[src/monitor_pkg.sv]
// Purpose: shared constants of the monitor control bank
// Assumes: 100 MHz clock, 8-bit registers
// Notes: offsets, field positions, reset values, timing
package monitor_pkg;
   // register offsets
   localparam logic [7:0] ADDR_TRIP_LOC = 8'h13;
   localparam logic [7:0] ADDR_TRIP_REM = 8'h14;
   localparam logic [7:0] ADDR_TEST = 8'h15;
   localparam logic [7:0] ADDR_CHMODE = 8'h16;
   localparam logic [7:0] ADDR_AOUT = 8'h19;
   localparam logic [7:0] ADDR_CFG1 = 8'h40;
   localparam logic [7:0] ADDR_MASK2 = 8'h44;
   localparam logic [7:0] ADDR_CFG2 = 8'h4a;
   // primary configuration fields
   localparam int CFG1_START = 0;
   localparam int CFG1_INT_EN = 1;
   localparam int CFG1_THERMAL_ALARM_PIN_EN = 2;
   localparam int CFG1_INT_CLR = 3;
   localparam int CFG1_RST_PULSE = 4;
   localparam int CFG1_THERMAL_ALARM_PIN_CLR = 6;
   localparam int CFG1_INIT = 7;
   // secondary configuration, mask and test fields
   localparam int CFG2_TEMP_MASK = 0;
   localparam int CFG2_LOCK_LOC = 1;
   localparam int CFG2_LOCK_REM = 2;
   localparam int CFG2_THERMAL_ALARM_PIN_MODE = 3;
   localparam logic [7:0] CFG2_LOCK_MSK = 8'h06;
   localparam int MASK2_RST_EN = 7;
   localparam int TEST_SHDN = 0;
   // reset values
   localparam logic [7:0] CFG1_RST = 8'h08;
   localparam logic [7:0] CFG2_RST = 8'h00;
   localparam logic [7:0] CHMODE_RST = 8'h00;
   localparam logic [7:0] MASK2_RST = 8'h00;
   localparam logic [7:0] TEST_RST = 8'h00;
   localparam logic [7:0] AOUT_RST = 8'hff;
   localparam logic [7:0] TRIP_LOC_RST = 8'h46;
   localparam logic [7:0] TRIP_REM_RST = 8'h55;
   // timing
   localparam int CLK_PERIOD_NS = 10;
   localparam int RST_PULSE_MS = 45;
   localparam int RST_PULSE_CYC = RST_PULSE_MS * 1000000 / CLK_PERIOD_NS;
   // serial bus
   localparam logic [6:0] SLAVE_ADDR = 7'h2c;
endpackage

[src/monitor_config_control.sv]
// Purpose: configuration and control bank of a hardware monitor
// Assumes: pins synchronous to clk; srst is the power-on reset
// Notes: value and limit registers live outside, via ext port
// Behaviour
// - sample reset pin once after power-up; high enters tree test
// - in tree test, test output follows NAND of all tree inputs
// - power-up initializes config, mode, mask, test, output, trips
// - soft init restores same set except test and analog output
// - writing one to primary bit 7 starts init, bit self-clears
// - after power-up converter stopped, interrupt-line clear set
// - primary bit 0 runs monitoring loop; zero means low power
// - serial bus access to all registers works in low power
// - primary bit 1 enables interrupt output
// - primary bit 2 enables thermal-alarm output
// - primary bit 3 releases interrupt and halts monitoring
// - primary bit 4 drives one long low pulse on reset pin
// - writing primary bit 6 clears pending thermal alarm
// - secondary bit 0 masks temperature interrupts at interrupt pin
// - secondary bits 1,2 lock trip registers until power-on reset
// - secondary bit 3 selects one-time or ACPI alarm mode
// - conversions and fan measurements start together
// - measured values readable at any time
// - test bit 0 shuts down output and monitoring, keeps registers
// - host writes write-only pointer addressing all registers
// - reset pulse only if mask bit 7 enabled; request self-clears
// - external low on reset pin restores defaults, not output
// - secondary configuration register sits at 4Ah
`timescale 1ns/1ns
module monitor_config_control
   import monitor_pkg::*;
#(
   parameter int TREE_W = 8,
   parameter int PULSE_CYC = RST_PULSE_CYC
) (
   input wire logic clk,
   input wire logic srst,
   input wire logic scl,
   input wire logic sdaIn,
   output logic sdaOut,
   output logic sdaOeN,
   input wire logic rstPinIn,
   output logic rstPinOut,
   output logic rstPinOeN,
   input wire logic [TREE_W-1:0] treeIn,
   input wire logic treeAddrIn,
   output logic treeAddrOut,
   output logic treeAddrOeN,
   input wire logic tempIrq,
   input wire logic otherIrq,
   input wire logic thermEvent,
   output logic intPinOut,
   output logic intPinOeN,
   output logic thermPinOut,
   output logic thermPinOeN,
   output logic monitorRun,
   output logic convStart,
   output logic fanStart,
   output logic shutdown,
   output logic aoutEnable,
   output logic [7:0] aoutValue,
   output logic thermAcpi,
   output logic [7:0] chanMode,
   output logic [7:0] extAddr,
   input wire logic [7:0] extRdData,
   output logic nandMode
);
   logic [7:0] ptr_ff, cfg1_ff, cfg2_ff, mask2_ff, test_ff;
   logic [7:0] aout_ff, chmode_ff, tripLoc_ff, tripRem_ff;
   logic strapDone_ff, nandMode_ff, addrSel_ff, runQ_ff;
   logic thermLatch_ff, intDrv_ff, treeOut_ff;
   logic byteStb, firstData, rdStb, pulseBusy, pulseGo;
   logic [7:0] byteData, rdData;
   logic wrStb, pinRst, initReq, softRst, run;

   ////////////////////////////////////////////////////////////////
   // serial bus front end
   serial_slave u_slave (
      .clk(clk),
      .srst(srst),
      .devAddr({SLAVE_ADDR[6:1], addrSel_ff}),
      .scl(scl),
      .sdaIn(sdaIn),
      .sdaOut(sdaOut),
      .sdaOeN(sdaOeN),
      .byteStb(byteStb),
      .firstData(firstData),
      .byteData(byteData),
      .rdStb(rdStb),
      .rdData(rdData)
   );

   // bus stays live in low power: nothing here looks at run
   assign wrStb = byteStb && !firstData;

   // pointer is write-only, loaded by the first data byte
   always_ff @(posedge clk) begin
      if (srst) begin
         ptr_ff <= 8'h00;
      end else if (byteStb && firstData) begin
         ptr_ff <= byteData;
      end
   end

   ////////////////////////////////////////////////////////////////
   // strap capture after power-up release, once only
   always_ff @(posedge clk) begin
      if (srst) begin
         strapDone_ff <= 1'b0;
         nandMode_ff <= 1'b0;
         addrSel_ff <= 1'b0;
      end else if (!strapDone_ff) begin
         strapDone_ff <= 1'b1;
         nandMode_ff <= rstPinIn;
         addrSel_ff <= treeAddrIn;
      end
   end

   // tree output is registered, so toggles show one cycle later
   always_ff @(posedge clk) begin
      if (srst) begin
         treeOut_ff <= 1'b0;
      end else begin
         treeOut_ff <= ~&treeIn;
      end
   end

   assign treeAddrOut = treeOut_ff;
   assign treeAddrOeN = !nandMode_ff;
   assign nandMode = nandMode_ff;

   ////////////////////////////////////////////////////////////////
   // reset sources; own pulse must not reset ourselves
   assign pinRst = strapDone_ff && !nandMode_ff && !rstPinIn
      && !pulseBusy;
   assign initReq = cfg1_ff[CFG1_INIT];
   assign softRst = pinRst || initReq;

   // primary configuration; init resets the init bit too
   always_ff @(posedge clk) begin
      if (srst || softRst) begin
         cfg1_ff <= CFG1_RST;
      end else if (wrStb && ptr_ff == ADDR_CFG1) begin
         cfg1_ff <= byteData;
      end else if (pulseGo) begin
         cfg1_ff[CFG1_RST_PULSE] <= 1'b0;
      end
   end

   // secondary configuration; lock bits survive all but power-on
   always_ff @(posedge clk) begin
      if (srst) begin
         cfg2_ff <= CFG2_RST;
      end else if (softRst) begin
         cfg2_ff <= (CFG2_RST & ~CFG2_LOCK_MSK)
            | (cfg2_ff & CFG2_LOCK_MSK);
      end else if (wrStb && ptr_ff == ADDR_CFG2) begin
         cfg2_ff <= byteData | (cfg2_ff & CFG2_LOCK_MSK);
      end
   end

   // mask and channel mode: all reset sources
   always_ff @(posedge clk) begin
      if (srst || softRst) begin
         mask2_ff <= MASK2_RST;
         chmode_ff <= CHMODE_RST;
      end else if (wrStb) begin
         if (ptr_ff == ADDR_MASK2) begin
            mask2_ff <= byteData;
         end
         if (ptr_ff == ADDR_CHMODE) begin
            chmode_ff <= byteData;
         end
      end
   end

   // test register keeps its value through soft init
   always_ff @(posedge clk) begin
      if (srst || pinRst) begin
         test_ff <= TEST_RST;
      end else if (wrStb && ptr_ff == ADDR_TEST) begin
         test_ff <= byteData;
      end
   end

   // analog output value: only power-on touches it
   always_ff @(posedge clk) begin
      if (srst) begin
         aout_ff <= AOUT_RST;
      end else if (wrStb && ptr_ff == ADDR_AOUT) begin
         aout_ff <= byteData;
      end
   end

   // trip points: locked ones hold against writes and soft resets
   always_ff @(posedge clk) begin
      if (srst) begin
         tripLoc_ff <= TRIP_LOC_RST;
         tripRem_ff <= TRIP_REM_RST;
      end else begin
         if (!cfg2_ff[CFG2_LOCK_LOC]) begin
            if (softRst) begin
               tripLoc_ff <= TRIP_LOC_RST;
            end else if (wrStb && ptr_ff == ADDR_TRIP_LOC) begin
               tripLoc_ff <= byteData;
            end
         end
         if (!cfg2_ff[CFG2_LOCK_REM]) begin
            if (softRst) begin
               tripRem_ff <= TRIP_REM_RST;
            end else if (wrStb && ptr_ff == ADDR_TRIP_REM) begin
               tripRem_ff <= byteData;
            end
         end
      end
   end

   ////////////////////////////////////////////////////////////////
   // read mux; everything not held here comes from value logic
   assign extAddr = ptr_ff;
   always_comb begin
      unique case (ptr_ff)
         ADDR_CFG1: rdData = cfg1_ff;
         ADDR_CFG2: rdData = cfg2_ff;
         ADDR_MASK2: rdData = mask2_ff;
         ADDR_CHMODE: rdData = chmode_ff;
         ADDR_TEST: rdData = test_ff;
         ADDR_AOUT: rdData = aout_ff;
         ADDR_TRIP_LOC: rdData = tripLoc_ff;
         ADDR_TRIP_REM: rdData = tripRem_ff;
         default: rdData = extRdData;
      endcase
   end

   ////////////////////////////////////////////////////////////////
   // monitoring loop control
   assign shutdown = test_ff[TEST_SHDN];
   assign run = cfg1_ff[CFG1_START] && !cfg1_ff[CFG1_INT_CLR]
      && !shutdown && !nandMode_ff;
   assign monitorRun = run;
   assign aoutEnable = !shutdown;
   assign aoutValue = aout_ff;
   assign thermAcpi = cfg2_ff[CFG2_THERMAL_ALARM_PIN_MODE];
   assign chanMode = chmode_ff;

   // common start strobe for both measurement engines
   always_ff @(posedge clk) begin
      if (srst) begin
         runQ_ff <= 1'b0;
      end else begin
         runQ_ff <= run;
      end
   end
   assign convStart = run && !runQ_ff;
   assign fanStart = convStart;

   ////////////////////////////////////////////////////////////////
   // reset pin pulse; request waits until the enable is set
   assign pulseGo = cfg1_ff[CFG1_RST_PULSE] && mask2_ff[MASK2_RST_EN]
      && !pulseBusy && !initReq;

   pulse_timer #(.CYCLES(PULSE_CYC)) u_pulse (
      .clk(clk),
      .srst(srst),
      .start(pulseGo),
      .busy(pulseBusy)
   );

   assign rstPinOut = 1'b0;
   assign rstPinOeN = !pulseBusy;

   ////////////////////////////////////////////////////////////////
   // interrupt pin, open drain, active low
   always_ff @(posedge clk) begin
      if (srst) begin
         intDrv_ff <= 1'b0;
      end else begin
         intDrv_ff <= cfg1_ff[CFG1_INT_EN]
            && !cfg1_ff[CFG1_INT_CLR]
            && (otherIrq || (tempIrq
            && !cfg2_ff[CFG2_TEMP_MASK]));
      end
   end
   assign intPinOut = 1'b0;
   assign intPinOeN = !intDrv_ff;

   // thermal alarm latch; a held clear bit blocks reassertion
   always_ff @(posedge clk) begin
      if (srst || softRst) begin
         thermLatch_ff <= 1'b0;
      end else if (cfg1_ff[CFG1_THERMAL_ALARM_PIN_CLR]) begin
         thermLatch_ff <= 1'b0;
      end else if (thermEvent) begin
         thermLatch_ff <= 1'b1;
      end
   end
   assign thermPinOut = 1'b0;
   assign thermPinOeN = !(cfg1_ff[CFG1_THERMAL_ALARM_PIN_EN]
      && thermLatch_ff);

   ////////////////////////////////////////////////////////////////
   // checks
   AST_INIT_SELFCLR: assert property (@(posedge clk)
      disable iff (srst) cfg1_ff[CFG1_INIT] |=> !cfg1_ff[CFG1_INIT]
      ##0 cfg1_ff == CFG1_RST)
      else $error("init bit did not clear");
   AST_TREE: assert property (@(posedge clk) disable iff (srst)
      nandMode_ff && !treeAddrOeN |-> treeAddrOut ==
      ~&$past(treeIn))
      else $error("tree output wrong");
   AST_PULSE_EN: assert property (@(posedge clk)
      disable iff (srst) $fell(rstPinOeN) |->
      $past(mask2_ff[MASK2_RST_EN]) && !cfg1_ff[CFG1_RST_PULSE])
      else $error("reset pulse without enable");
   AST_INT_OFF: assert property (@(posedge clk)
      disable iff (srst) !cfg1_ff[CFG1_INT_EN] ##1 !cfg1_ff[CFG1_INT_EN]
      |-> intPinOeN)
      else $error("interrupt driven while disabled");
   AST_INT_CLR: assert property (@(posedge clk)
      disable iff (srst) cfg1_ff[CFG1_INT_CLR] |-> !monitorRun ##1
      (intPinOeN || !$past(cfg1_ff[CFG1_INT_CLR])))
      else $error("interrupt clear ignored");
   AST_TEMP_MASK: assert property (@(posedge clk)
      disable iff (srst) cfg2_ff[CFG2_TEMP_MASK] && !otherIrq
      |=> intPinOeN)
      else $error("masked temperature interrupt seen");
   AST_LOCK: assert property (@(posedge clk) disable iff (srst)
      cfg2_ff[CFG2_LOCK_LOC] |=> $stable(tripLoc_ff)
      && cfg2_ff[CFG2_LOCK_LOC])
      else $error("locked trip point changed");
   AST_SHDN: assert property (@(posedge clk) disable iff (srst)
      test_ff[TEST_SHDN] |-> !aoutEnable && !monitorRun
      && !convStart)
      else $error("shutdown not honoured");
   AST_THERMAL_ALARM_PIN_EN: assert property (@(posedge clk)
      disable iff (srst) !cfg1_ff[CFG1_THERMAL_ALARM_PIN_EN] |-> thermPinOeN)
      else $error("thermal alarm driven while disabled");
   COV_START: cover property (@(posedge clk) disable iff (srst)
      convStart && fanStart);
   COV_PULSE: cover property (@(posedge clk) disable iff (srst)
      $fell(rstPinOeN));
   COV_TREE: cover property (@(posedge clk) disable iff (srst)
      nandMode_ff && $changed(treeAddrOut));
   COV_READ: cover property (@(posedge clk) disable iff (srst)
      rdStb && ptr_ff == ADDR_CFG1);
endmodule

[src/pulse_timer.sv]
// Purpose: one-shot low pulse timer for the reset pin
// Assumes: start is a one-cycle pulse
// Notes: start while busy is ignored
`timescale 1ns/1ns
module pulse_timer #(
   parameter int CYCLES = 16
) (
   input wire logic clk,
   input wire logic srst,
   input wire logic start,
   output logic busy
);
   logic [31:0] cnt_ff;

   // count down the pulse length
   always_ff @(posedge clk) begin
      if (srst) begin
         cnt_ff <= 32'h0;
      end else if (start && cnt_ff == 32'h0) begin
         cnt_ff <= 32'(CYCLES);
      end else if (cnt_ff != 32'h0) begin
         cnt_ff <= cnt_ff - 32'h1;
      end
   end

   assign busy = (cnt_ff != 32'h0);
endmodule

[src/serial_slave.sv]
// Purpose: byte-level serial management bus slave
// Assumes: scl and sda sampled synchronously, slow bus
// Notes: sda is open drain; sdaOeN low while pulling low
`timescale 1ns/1ns
module serial_slave (
   input wire logic clk,
   input wire logic srst,
   input wire logic [6:0] devAddr,
   input wire logic scl,
   input wire logic sdaIn,
   output logic sdaOut,
   output logic sdaOeN,
   output logic byteStb,
   output logic firstData,
   output logic [7:0] byteData,
   output logic rdStb,
   input wire logic [7:0] rdData
);
   typedef enum logic [2:0] {
      S_IDLE, S_RX, S_ACK, S_TX, S_TXACK
   } st_t;
   st_t st_ff;
   logic sclQ_ff, sdaQ_ff, isAddr_ff, isRd_ff, pull_ff;
   logic isFirst_ff;
   logic [3:0] bit_ff;
   logic [7:0] sh_ff;
   logic sclRise, sclFall, startC, stopC;

   assign sclRise = scl && !sclQ_ff;
   assign sclFall = !scl && sclQ_ff;
   assign startC = scl && sclQ_ff && sdaQ_ff && !sdaIn;
   assign stopC = scl && sclQ_ff && !sdaQ_ff && sdaIn;
   assign sdaOut = 1'b0;
   assign sdaOeN = !pull_ff;

   // bit engine; start and stop override any state
   always_ff @(posedge clk) begin
      if (srst) begin
         st_ff <= S_IDLE;
         sclQ_ff <= 1'b1;
         sdaQ_ff <= 1'b1;
         isAddr_ff <= 1'b0;
         isRd_ff <= 1'b0;
         isFirst_ff <= 1'b0;
         pull_ff <= 1'b0;
         bit_ff <= 4'h0;
         sh_ff <= 8'h00;
         byteStb <= 1'b0;
         firstData <= 1'b0;
         byteData <= 8'h00;
         rdStb <= 1'b0;
      end else begin
         sclQ_ff <= scl;
         sdaQ_ff <= sdaIn;
         byteStb <= 1'b0;
         rdStb <= 1'b0;
         if (startC) begin
            st_ff <= S_RX;
            isAddr_ff <= 1'b1;
            bit_ff <= 4'h0;
            pull_ff <= 1'b0;
         end else if (stopC) begin
            st_ff <= S_IDLE;
            pull_ff <= 1'b0;
         end else begin
            unique case (st_ff)
               S_IDLE: ;
               S_RX: begin
                  if (sclRise) begin
                     sh_ff <= {sh_ff[6:0], sdaIn};
                     bit_ff <= bit_ff + 4'h1;
                  end else if (sclFall && bit_ff == 4'h8) begin
                     bit_ff <= 4'h0;
                     if (isAddr_ff && sh_ff[7:1] != devAddr) begin
                        st_ff <= S_IDLE;
                     end else begin
                        st_ff <= S_ACK;
                        pull_ff <= 1'b1;
                        if (isAddr_ff) begin
                           isRd_ff <= sh_ff[0];
                           isFirst_ff <= 1'b1;
                        end else begin
                           byteStb <= 1'b1;
                           byteData <= sh_ff;
                           firstData <= isFirst_ff;
                           isFirst_ff <= 1'b0;
                        end
                     end
                  end
               end
               S_ACK: begin
                  if (sclFall) begin
                     isAddr_ff <= 1'b0;
                     if (isRd_ff) begin
                        st_ff <= S_TX;
                        sh_ff <= {rdData[6:0], 1'b0};
                        pull_ff <= !rdData[7];
                        rdStb <= 1'b1;
                        bit_ff <= 4'h1;
                     end else begin
                        st_ff <= S_RX;
                        pull_ff <= 1'b0;
                     end
                  end
               end
               S_TX: begin
                  if (sclFall) begin
                     if (bit_ff == 4'h8) begin
                        st_ff <= S_TXACK;
                        pull_ff <= 1'b0;
                     end else begin
                        pull_ff <= !sh_ff[7];
                        sh_ff <= {sh_ff[6:0], 1'b0};
                        bit_ff <= bit_ff + 4'h1;
                     end
                  end
               end
               S_TXACK: begin
                  // master nack ends the read
                  if (sclRise && sdaIn) begin
                     st_ff <= S_IDLE;
                  end else if (sclRise) begin
                     st_ff <= S_ACK;
                  end
               end
            endcase
         end
      end
   end
endmodule

[config.mk]
export PLATFORM = sky130hd
export DESIGN_NAME = monitor_config_control
export DESIGN_NICKNAME = d
export VERILOG_FILES = /design/src/monitor_pkg.sv /design/src/monitor_config_control.sv /design/src/pulse_timer.sv /design/src/serial_slave.sv
export SDC_FILE = /design/constraint.sdc
export NUM_CORES = 1
export LEC_CHECK = 0
export BUFFER_PORTS_ARGS = -buffer_cell sky130_fd_sc_hd__clkbuf_2
export CAP_MARGIN = 30
export CORE_MARGIN = 5
export CORE_UTILIZATION = 27
export DETAILED_ROUTE_END_ITERATION = 8
export PLACE_DENSITY = 0.54
export SLEW_MARGIN = 20
export SYNTH_ARGS = -nofsm -noshare
export SYNTH_HDL_FRONTEND = slang
export SYNTH_HIERARCHICAL = 1
export SYNTH_SLANG_ARGS = --single-unit
[constraint.sdc]
create_clock -name clk -period 3.1 [get_ports clk]
set_input_delay 0.155 -clock clk [delete_from_list [all_inputs] [get_ports clk]]
set_output_delay 0.155 -clock clk [all_outputs]
set_load 0.02 [all_outputs]
After elaboration in Yosys (flattened, before gate mapping)
Cells that the tools add are included.
- bits in registers: 142
- latch bits: 0
- RAM bits: 0
- ROM bits: 0
- bits of input ports: 25
- memories kept: 0
- add/sub/neg operators: 2
- multiply operators: 0
- div/mod/pow operators: 0
- order comparisons: 0
- equal/unequal tests: 32
- shifts and indexed selects: 0
- mux-type cells: 49
- bitwise gates (word level): 11
- reduce and logical (&&, ||, !) cells: 88
- operators by type and width (kind ; number):
    $mux 8 ; 9
    $pmux 8 s8 ; 1
    $mux 23 ; 2
    $eq 8x5->1 const B ; 5
    $reduce_and 7->1 ; 5
    $logic_and 1x1->1 ; 33
    $logic_not 32->1 ; 1
    $reduce_bool 32->1 ; 1
    $sub 32x1->32 const B ; 1
    $eq 8x7->1 const B ; 3
    $mux 4 ; 6
    $pmux 8 s3 ; 1
    $mux 3 ; 7
    $logic_not 1->1 ; 19
    $mux 1 ; 18
    $ne 4x1->1 const B ; 4
    $reduce_and 8->1 ; 2
    $ne 2x1->1 const B ; 7
    $pmux 3 s4 ; 1
    $pmux 4 s3 ; 1
    $reduce_and 6->1 ; 2
    $reduce_bool 2->1 ; 6
    $not 1->1 ; 10
    $reduce_and 2->1 ; 5
    other kinds (21) ; 32

Longest topological paths before layout
Gate-level depths: netlist of run 1.
- depth after elaboration: 8
- depth in mapped cells: 14

Cells and area by module
The synthesis of run 1 kept the hierarchy.
- modules (own cells, without submodules) (module ; instances ; cells each ; area each (µm²)):
    monitor_config_control ; 1 ; 421 ; 3801.1
    serial_slave ; 1 ; 191 ; 1747.9
    pulse_timer ; 1 ; 188 ; 1632.8

Worst setup path after synthesis of run 1
Ideal clock, no wire load.
- kind: register -> register
- from: register u_pulse.cnt_ff[0]
- to: register cfg2_ff[0]
- data arrival time: 2924 ps
- path slack: 42 ps
- cell stages (with the launch flop): 13
- period minus slack after synthesis: 3058 ps
- cell sequence: dfxtp_1 > inv_1 > ha_1 > nor4b_2 > nand4_1 > buf_2 > nor3_2 > inv_1 > nor4b_1 > or3_1 > clkbuf_1 > clkbuf_1 > nor2_1
- longest elaborated chain between the ends: 5
- ends and longest elaborated chain (what ; RTL line ; source):
    start: declaration ; pulse_timer.sv:13 ; logic [31:0] cnt_ff;
    start signal: assignment ; pulse_timer.sv:20 ; cnt_ff <= 32'(CYCLES);
    start signal: assignment ; pulse_timer.sv:22 ; cnt_ff <= cnt_ff - 32'h1;
    $reduce_bool 32->1 ; pulse_timer.sv:26 ; assign busy = (cnt_ff != 32'h0);
    named net pulseBusy ; monitor_config_control.sv:71 ; logic byteStb, firstData, rdStb, pulseBusy, pulseGo;
    $logic_not 1->1 ; monitor_config_control.sv:134 ; && !pulseBusy;
    $logic_and 1x1->1 ; monitor_config_control.sv:134 ;
    $logic_or 1x1->1 ; monitor_config_control.sv:136 ; assign softRst = pinRst || initReq;
    $reduce_or 2->1 (no source line) ; - ;
    end signal: assignment ; monitor_config_control.sv:154 ; cfg2_ff <= (CFG2_RST & ~CFG2_LOCK_MSK)
    end signal: assignment ; monitor_config_control.sv:157 ; cfg2_ff <= byteData | (cfg2_ff & CFG2_LOCK_MSK);
    end: declaration ; monitor_config_control.sv:67 ; logic [7:0] ptr_ff, cfg1_ff, cfg2_ff, mask2_ff, test_ff;
The timed path passes the listed nets, and every way through them passes these cells.
A chain may end at the register's enable or synchronous reset.

Final worst setup path of run 1
- from: register u_pulse.cnt_ff[0]
- to: register tripLoc_ff[7]
- longest elaborated chain between the ends: 6
- elaborated cells between the ends (all ways): 7
- ends and longest elaborated chain (what ; RTL line ; source):
    $reduce_bool 32->1 (*) ; pulse_timer.sv:26 ;
    named net pulseBusy ; monitor_config_control.sv:71 ;
    $logic_not 1->1 (*) ; monitor_config_control.sv:134 ;
    $logic_and 1x1->1 (*) ; monitor_config_control.sv:134 ;
    $logic_or 1x1->1 (*) ; monitor_config_control.sv:136 ;
    $reduce_bool 2->1 (no source line) ; - ;
    $reduce_and 2->1 (no source line) ; - ;
    end signal: assignment ; monitor_config_control.sv:204 ; tripLoc_ff <= byteData;
    end: declaration ; monitor_config_control.sv:68 ; logic [7:0] aout_ff, chmode_ff, tripLoc_ff, tripRem_ff;
The timed path passes the listed nets; every way through them passes the cells marked *.

==> flow_summary.json, run 1 <==
{
  "seqCellArea_um2": 2840,
  "dieArea_um2": 29900,
  "total_power_mw": 6.45,
  "vias": 5983,
  "globalRouteOverflowTotal": 0,
  "worst_pin_slew_ns": 0.747,
  "arrival_ns": 3.09,
  "worstSetupPathType": "flip-flop to flip-flop",
  "wl_per_cell_um": 16.3,
  "antennaDiodeCount": 0,
  "layout-drive-gt1-share_pct": 20.4,
  "antenna_found_initial": 0,
  "synth.yosys.warnings": 6,
  "maxSlewHeadroom_pct": 49.9,
  "rsz0062_at_grt": "false",
  "first_pass_iters": 5,
  "rows": 59,
  "post-route-period-util_pct": 90.0,
  "worstSetupEndpointType": "flip-flop",
  "drcViolationCount": 0,
  "critPathMaxFanout": 10,
  "wirelength_um": 19600,
  "start_util_pct": 27.5,
  "numCtsBuffers": 17,
  "synth_area_um2": 7160,
  "hold_start": "treeIn[5]",
  "grt_pass1_vias": 5776,
  "startpoint": "u_pulse/cnt_ff[0]$_SDFFE_PP0N_",
  "vdd.ir_drop.worst_v": 0.000540,
  "p_per_area_nw_per_um2": 761,
  "placed_area_um2": 7820,
  "grt_pass1_wl_um": 31900,
  "clk_latency_ns": 0.43,
  "cts-root-buf": "clkbuf_16",
  "clkSinkCount": 142,
  "multi_input_area_um2": 4030,
  "gp_congestion": 0.814,
  "dp.cells": 1166,
  "num_io_pins": 66,
  "clockBufferDepth": 2,
  "outcome": "completed",
  "synth_cells": 798,
  "p_leak_nw": 3.08,
  "r2r_start": "u_pulse/cnt_ff[0]$_SDFFE_PP0N_",
  "drt-initial-drc-count": 453,
  "fin_skew_ns": 0.0140,
  "fill_cells": 2705,
  "cp_data_required_time_ns": 3.40,
  "grt_max_degree": 55,
  "antenna_left": 0,
  "track_usage_pct": 12.9,
  "startpoint_type": "flip-flop",
  "post-route-min-period_ns": 2.79,
  "worstHoldPathType": "input port to flip-flop",
  "dp_hpwl_um": 13700,
  "stdcell_area_um2": 8470,
  "fmax_mhz": 358,
  "cts_tree": "built",
  "post_synth.cell_area_avg_um2": 8.97,
  "vias_per_cell": 4.98,
  "instances_no_fill": 1201,
  "area_growth_syn_to_layout_pct": 18.4,
  "nets": 881,
  "final_cell_mix": "dfxtp_1, nor2_1, mux2i_1",
  "cap_violations": 0,
  "clk_pin_slew_ns": 0.07,
  "die_w_um": 173,
  "final_common_cell": "dfxtp_1",
  "final_max_slew_viol_count": 0,
  "finalSetupViolCount": 0,
  "core-area_um2": 26100,
  "htree_levels": 4,
  "die_h_um": 173,
  "io_buffers": 61,
  "finalHoldViolations": 0
}
[state kept, by name (all words and copies together), names as in the netlist, 3 cells and up]
register,count
aoutValue,8
u_pulse/cnt_ff,32
chanMode,8
u_slave/byteData,8
test_ff,8
u_slave/st_ff,3
extAddr,8
tripRem_ff,8
tripLoc_ff,8
u_slave/sh_ff,8
cfg2_ff,8
mask2_ff,8
cfg1_ff,8
u_slave/bit_ff,4
[critical path, cell delays in order (launching register included)]
cell	delay, ns
dfxtp_1	0.32
inv_1	0.10
ha_1	0.19
nor4b_2	0.27
nand4_1	0.18
nor3_2	0.21
inv_1	0.22
nor4b_4	0.32
nor2_1	0.23
a21oi_4	0.33
mux2i_1	0.23
nor2_1	0.05
[per-layer routing]
layer / track usage (%) / routed length (um)
met2: 20.1 / 8770
met3: 3.34 / 899
met4: 2.52 / 142
met5: 0 / 0
met1: 18.2 / 9820
[repair_timing]
action                                  in CTS  in global routing
gates cloned                                 0                  0
setup buffers                                0                  0
pin swaps                                    0                  0
endpoints found under the setup margin       8                 13
endpoints found under the hold margin        3                  0
resized for setup                            2                  3
hold buffers                                 3                  0
[path summary, 6_finish.rpt]
kind	endpoint	cells after the start	slack [ns]
worst max-delay path	tripLoc_ff[7]$_SDFFE_PP0P_	11	0.31
worst min-delay path	treeAddrOut$_SDFF_PP0_	4	0.02
worst max register to register	tripLoc_ff[7]$_SDFFE_PP0P_	11	0.31
worst min register to register	u_slave/firstData$_SDFFE_PP0P_	1	0.46
[power by group]
part	switching, mW	internal [mW]	total (mW)
Sequential	0.222	2.02	2.24
Clock	0.923	1.15	2.07
Combinational	1.32	0.814	2.13
Total	2.46	3.99	6.45
[stage by stage]
step | utilization (%) | worst slack (ns) | hold slack (ns) | TNS [ns]
floorplan | - | 0.0425 | 0.262 | 0
global placement | 30.0 | 0.122 | 0.391 | 0
detailed placement | 30.0 | -0.0986 | 0.395 | -0.394
CTS | 32.5 | 0.173 | 0.00839 | 0
global route | 32.5 | 0.00930 | 0.0140 | 0
finish | 32.5 | 0.311 | 0.0203 | 0
[cell type report]
| cell class | count | area share (%) |
|---|---|---|
| clock buffer | 17 | 5.02 |
| clock inverter | 15 | 1.99 |
| inverter | 18 | 0.797 |
| multi-input combinational | 589 | 47.6 |
| sequential | 142 | 33.5 |
| tap | 335 | 4.95 |
| timing repair buffer | 85 | 6.11 |
(Power assumes the default switching activity.)
==> run 2, diff against run 1 <==
CELL_PAD_IN_SITES_DETAIL_PLACEMENT = 1   (was unset)
CELL_PAD_IN_SITES_GLOBAL_PLACEMENT = 1   (was unset)
PLACE_DENSITY = 0.64   (was 0.54)
==> flow_summary.json, run 2 (synthesis gave the netlist of run 1 again) <==
{
  "outcome": "completed",
  "hold_start": "treeIn[5]",
  "rsz0062_at_grt": "false",
  "post-route-period-util_pct": 91.2,
  "final_cell_mix": "dfxtp_1, nor2_1, mux2i_1",
  "cts_tree": "built",
  "clock_power_share_pct": 31.8,
  "dp_hpwl_um": 15400,
  "htree_levels": 4,
  "cap_violations": 0,
  "top_register": "u_pulse/cnt_ff",
  "final_max_slew_viol_count": 0,
  "clk_pin_slew_ns": 0.07,
  "wirelength_um": 21400,
  "startpoint_type": "flip-flop",
  "num_io_pins": 66,
  "fin_skew_ns": 0.0137,
  "cp_data_required_time_ns": 3.46,
  "start_util_pct": 27.5,
  "io_buffers": 61,
  "grt_max_degree": 26,
  "maxSlewHeadroom_pct": 47.0,
  "vias": 6145,
  "p_per_area_nw_per_um2": 766,
  "fill_cells": 3039,
  "clk_latency_ns": 0.43,
  "core-area_um2": 26100,
  "globalRouteOverflowTotal": 0,
  "vias_per_cell": 5.08,
  "rows": 59,
  "drt-initial-drc-count": 329,
  "seqCellArea_um2": 2840,
  "first_pass_iters": 4,
  "track_usage_pct": 14.1,
  "timing.rr.end": "tripLoc_ff[0]$_SDFFE_PP0P_",
  "arrival_ns": 3.19,
  "vdd.ir_drop.worst_v": 0.000530,
  "gp_congestion": 0.827,
  "clockBufferDepth": 2,
  "largest_reg_flops": 32,
  "antenna_left": 0,
  "dieArea_um2": 29900,
  "grt_pass1_vias": 6138,
  "reg2regPathDepth": 12,
  "worstSetupPathType": "flip-flop to flip-flop",
  "cts-root-buf": "clkbuf_16",
  "wl_per_cell_um": 17.7,
  "worstHoldPathType": "input port to flip-flop",
  "r2r_start": "u_pulse/cnt_ff[0]$_SDFFE_PP0N_",
  "die_w_um": 173,
  "fmax_mhz": 354,
  "intPower_mw": 4.00,
  "layout-drive-gt1-share_pct": 21.5,
  "finalSetupViolCount": 0,
  "finalHoldViolations": 0,
  "area_growth_syn_to_layout_pct": 19.2,
  "clkSinkCount": 142,
  "utilization_pct": 32.8,
  "p_leak_nw": 3.12,
  "worst_pin_slew_ns": 0.792,
  "p_switching_mw": 2.54,
  "critPathMaxFanout": 9,
  "nets": 890,
  "multi_input_area_um2": 4050,
  "worstSetupEndpointType": "flip-flop",
  "min_path_cells": 4,
  "post-route-min-period_ns": 2.83,
  "antenna_found_initial": 0,
  "r2r_slack_ns": 0.27,
  "antennaDiodeCount": 0,
  "drcViolationCount": 0,
  "p_comb_share_pct": 33.7,
  "sw_frac_of_total_pct": 38.8,
  "grt_pass1_wl_um": 34600,
  "final_common_cell": "dfxtp_1",
  "hold_end": "treeAddrOut$_SDFF_PP0_",
  "die_h_um": 173,
  "seq_power_share_pct": 34.5,
  "numCtsBuffers": 17,
  "total_power_mw": 6.53
}
run 2: how the worst max path moves through the flow:
| stage | start | cells after the start | endpoint |
|---|---|---|---|
| finish | u_pulse/cnt_ff[0]$_SDFFE_PP0N_ | 12 | tripLoc_ff[0]$_SDFFE_PP0P_ |
| global route | u_pulse/cnt_ff[0]$_SDFFE_PP0N_ | 12 | tripLoc_ff[0]$_SDFFE_PP0P_ |
| CTS | u_pulse/cnt_ff[0]$_SDFFE_PP0N_ | 11 | u_pulse/cnt_ff[20]$_SDFFE_PP0N_ |
| detailed placement | u_pulse/cnt_ff[0]$_SDFFE_PP0N_ | 11 | tripLoc_ff[7]$_SDFFE_PP0P_ |
| global placement | u_pulse/cnt_ff[0]$_SDFFE_PP0N_ | 11 | tripLoc_ff[7]$_SDFFE_PP0P_ |
| floorplan | u_pulse/cnt_ff[0]$_SDFFE_PP0N_ | 12 | cfg2_ff[0]$_SDFFE_PP0P_ |
run 2: through the flow:
stage | setup WS, ns | instances | cell area, um^2 | hold slack (ns) | TNS (ns)
5_1_grt | 0.00555 | 1210 | 8530 | 0.0310 | 0
6_report | 0.273 | 1210 | 8530 | 0.0136 | 0
4_1_cts | 0.0126 | 1208 | 8490 | 0.000898 | 0
3_5_place_dp | -0.198 | 1173 | 7850 | 0.433 | -1.10
3_3_place_gp | 0.140 | 1173 | 7850 | 0.394 | 0
2_1_floorplan | 0.0425 | 805 | 7180 | 0.262 | 0
run 2: timing repair:
item | in CTS | in global routing
pin swaps | 0 | 1
resized for setup | 2 | 6
hold endpoints to repair | 3 | 0
hold buffers | 3 | 0
buffers inserted | 0 | 2
setup endpoints to repair | 16 | 45
run 2: power groups by stage:
stage          sequential (mW)  clock (mW)  combinational [mW]
6_report                  2.26        2.08                2.20
5_1_grt                   2.28        2.21                2.48
4_1_cts                   2.25        2.14                2.19
3_5_place_dp              2.29           0                2.15
3_3_place_gp              2.27           0                2.13
2_1_floorplan             2.23           0                1.58
run 2: cell type report:
class	count	share of cell area, %
clock buffer	17	4.98
clock inverter	15	2.02
inverter	18	0.792
multi-input combinational	589	47.4
sequential	142	33.3
tap	335	4.91
timing repair buffer	94	6.54
run 2: per-layer routing:
| metal | routed length (um) | GRT usage [%] | up-vias |
|---|---|---|---|
| met3 | 714 | 2.99 | 15 |
| met5 | 0 | 0 | - |
| met4 | 195 | 3.01 | 0 |
| met2 | 9830 | 22.5 | 111 |
| li1 | - | - | 3013 |
| met1 | 10700 | 19.8 | 3006 |
run 2: worst max-delay path, stage by stage, from the launching register on:
cell and delay [ns]:
dfxtp_1 0.33, inv_1 0.09, ha_1 0.21, nor4b_4 0.31, nand4_1 0.19, nor3_2 0.23, inv_1 0.13, nor4b_4 0.33
nor2_2 0.17, a21oi_4 0.30, clkbuf_2 0.21, nand3_1 0.08, a21oi_1 0.17
==> run 3, diff against run 2 <==
ABC_AREA = 1   (was unset)
PLACE_DENSITY = 0.67   (was 0.64)
==> flow_summary.json, run 3 <==
{
  "start_util_pct": 27.3,
  "fmax_mhz": 385,
  "post_synth.cell_area_avg_um2": 6.67,
  "fill_cells": 3688,
  "track_usage_pct": 15.7,
  "final_common_cell": "nand2_1",
  "gp_congestion": 0.816,
  "synth_area_um2": 7780,
  "post-route-min-period_ns": 2.60,
  "globalRouteOverflowTotal": 0,
  "die_w_um": 180,
  "antenna_left": 0,
  "post-route-period-util_pct": 83.7,
  "startpoint_type": "flip-flop",
  "clkSinkCount": 142,
  "vias_per_cell": 4.63,
  "stdcell_area_um2": 9010,
  "maxSlewHeadroom_pct": 46.2,
  "rows": 62,
  "layout-drive-gt1-share_pct": 13.0,
  "num_io_pins": 66,
  "startpoint": "u_pulse/cnt_ff[0]$_SDFFE_PP0N_",
  "final_max_slew_viol_count": 0,
  "p_switching_mw": 3.39,
  "p_per_area_nw_per_um2": 881,
  "core-area_um2": 28500,
  "io_buffers": 61,
  "critPathMaxFanout": 15,
  "total_power_mw": 7.94,
  "die_h_um": 180,
  "worstHoldPathType": "input port to flip-flop",
  "clk_latency_ns": 0.44,
  "clockBufferDepth": 2,
  "grt_pass1_wl_um": 41000,
  "cp_data_required_time_ns": 3.43,
  "nets": 1254,
  "sw_frac_of_total_pct": 42.8,
  "cpMaxStageDelayCell": "dfxtp_1",
  "finalHoldViolations": 0,
  "numCtsBuffers": 17,
  "worstSetupPathType": "flip-flop to flip-flop",
  "critical_path_depth": 14,
  "max_stage_delay_ns": 0.32,
  "wl_per_cell_um": 15.6,
  "htree_levels": 4,
  "grt_pass1_vias": 7594,
  "vias": 7512,
  "seq_power_share_pct": 30.1,
  "endpoint": "tripRem_ff[3]$_SDFFE_PP0P_",
  "rsz0062_at_grt": "false",
  "area_growth_syn_to_layout_pct": 15.8,
  "path_cells": "inv_1, ha_1, nand2_4, nor2_8, nand2_1, nor2_2, inv_1, nor2_1, a21oi_4, nand2_1, buf_4, nand3_1, nand2_1, nor2_1",
  "r2r_start": "u_pulse/cnt_ff[0]$_SDFFE_PP0N_",
  "reg2regPathDepth": 14,
  "clock_power_share_pct": 28.3,
  "seqCellArea_um2": 2840,
  "cp_common_cell": "nand2_1",
  "vdd.ir_drop.worst_v": 0.000390,
  "critPathBufInv": 3,
  "finalSetupViolCount": 0,
  "p_leak_nw": 4.04,
  "fin_setup_tns_ns": 0,
  "worst_pin_slew_ns": 0.806,
  "timing.rr.end": "tripRem_ff[3]$_SDFFE_PP0P_",
  "fin_skew_ns": 0.0161,
  "dieArea_um2": 32300,
  "antenna_found_initial": 0,
  "postCtsSetupRepairBufs": 0,
  "utilization_pct": 31.6,
  "r2r_slack_ns": 0.50,
  "drcViolationCount": 0,
  "antennaDiodeCount": 0,
  "instances_no_fill": 1623,
  "synth_cells": 1166,
  "dp_hpwl_um": 18900,
  "worstSetupEndpointType": "flip-flop",
  "path_delay_family": "simple AND/OR/NAND/NOR gates",
  "placed_area_um2": 8340,
  "grt_max_degree": 37,
  "cap_violations": 0,
  "cts-root-buf": "clkbuf_16",
  "largest_reg_flops": 32,
  "first_pass_iters": 6,
  "drt-initial-drc-count": 423,
  "final_cell_mix": "nand2_1, nor2_1, dfxtp_1",
  "outcome": "completed",
  "clk_pin_slew_ns": 0.07,
  "wirelength_um": 25400,
  "top_register": "u_pulse/cnt_ff",
  "p_comb_share_pct": 41.7,
  "arrival_ns": 2.93,
  "intPower_mw": 4.54,
  "synth.yosys.warnings": 6,
  "multi_input_area_um2": 4110,
  "dp.cells": 1588,
  "cts_tree": "built"
}
-- run 3: power by group through the flow --
stage | logic (mW) | registers, mW | clock network [mW]
floorplan | 2.62 | 2.34 | 0
global route | 3.79 | 2.43 | 2.38
finish | 3.31 | 2.39 | 2.24
detailed placement | 3.31 | 2.43 | 0
global placement | 3.21 | 2.42 | 0
CTS | 3.34 | 2.39 | 2.28
-- run 3: worst min-delay path: cells and delay by family --
kind,cells,cell delay [ns]
AOI/OAI and AO/OA,1,0.07
and+or+nand+nor,1,0.07
buffers and inverters,1,0.10
-- run 3: area by class of cell --
cell class | instances | area share (%)
sequential | 142 | 31.6
clock buffer | 17 | 4.72
multi-input combinational | 849 | 45.6
inverter | 147 | 6.18
clock inverter | 15 | 2.33
tap | 384 | 5.33
timing repair buffer | 69 | 4.28
-- run 3: routing by layer --
layer / vias up / track usage (%) / wire length, um
li1: 3810 / - / -
met1: 3537 / 21.6 / 12500
met2: 133 / 25.1 / 11300
met3: 32 / 2.75 / 964
met4: 0 / 4.91 / 548
met5: - / 0 / 0
-- run 3: how the worst min path moves through the flow --
stage	startpoint	to	depth (start not counted)
6_report	thermEvent	thermLatch_ff$_SDFFE_PP0P_	3
5_1_grt	thermEvent	thermLatch_ff$_SDFFE_PP0P_	3
4_1_cts	sdaIn	u_slave/sdaQ_ff$_SDFF_PP1_	3
3_5_place_dp	treeIn[7]	treeAddrOut$_SDFF_PP0_	2
3_3_place_gp	treeIn[4]	treeAddrOut$_SDFF_PP0_	2
2_1_floorplan	srst	cfg2_ff[1]$_SDFFE_PP0P_	1
-- run 3: what timing repair did --
item	CTS	global route
hold endpoints to repair	2	0
hold buffers	3	0
resized for setup	0	0
-- run 3: through the flow --
stage | worst slack, ns | hold WS [ns]
floorplan | 0.982 | 0.224
global placement | 0.660 | 0.361
detailed placement | 0.541 | 0.374
CTS | 0.509 | 0.00777
global route | 0.259 | 0.0167
finish | 0.505 | 0.00634
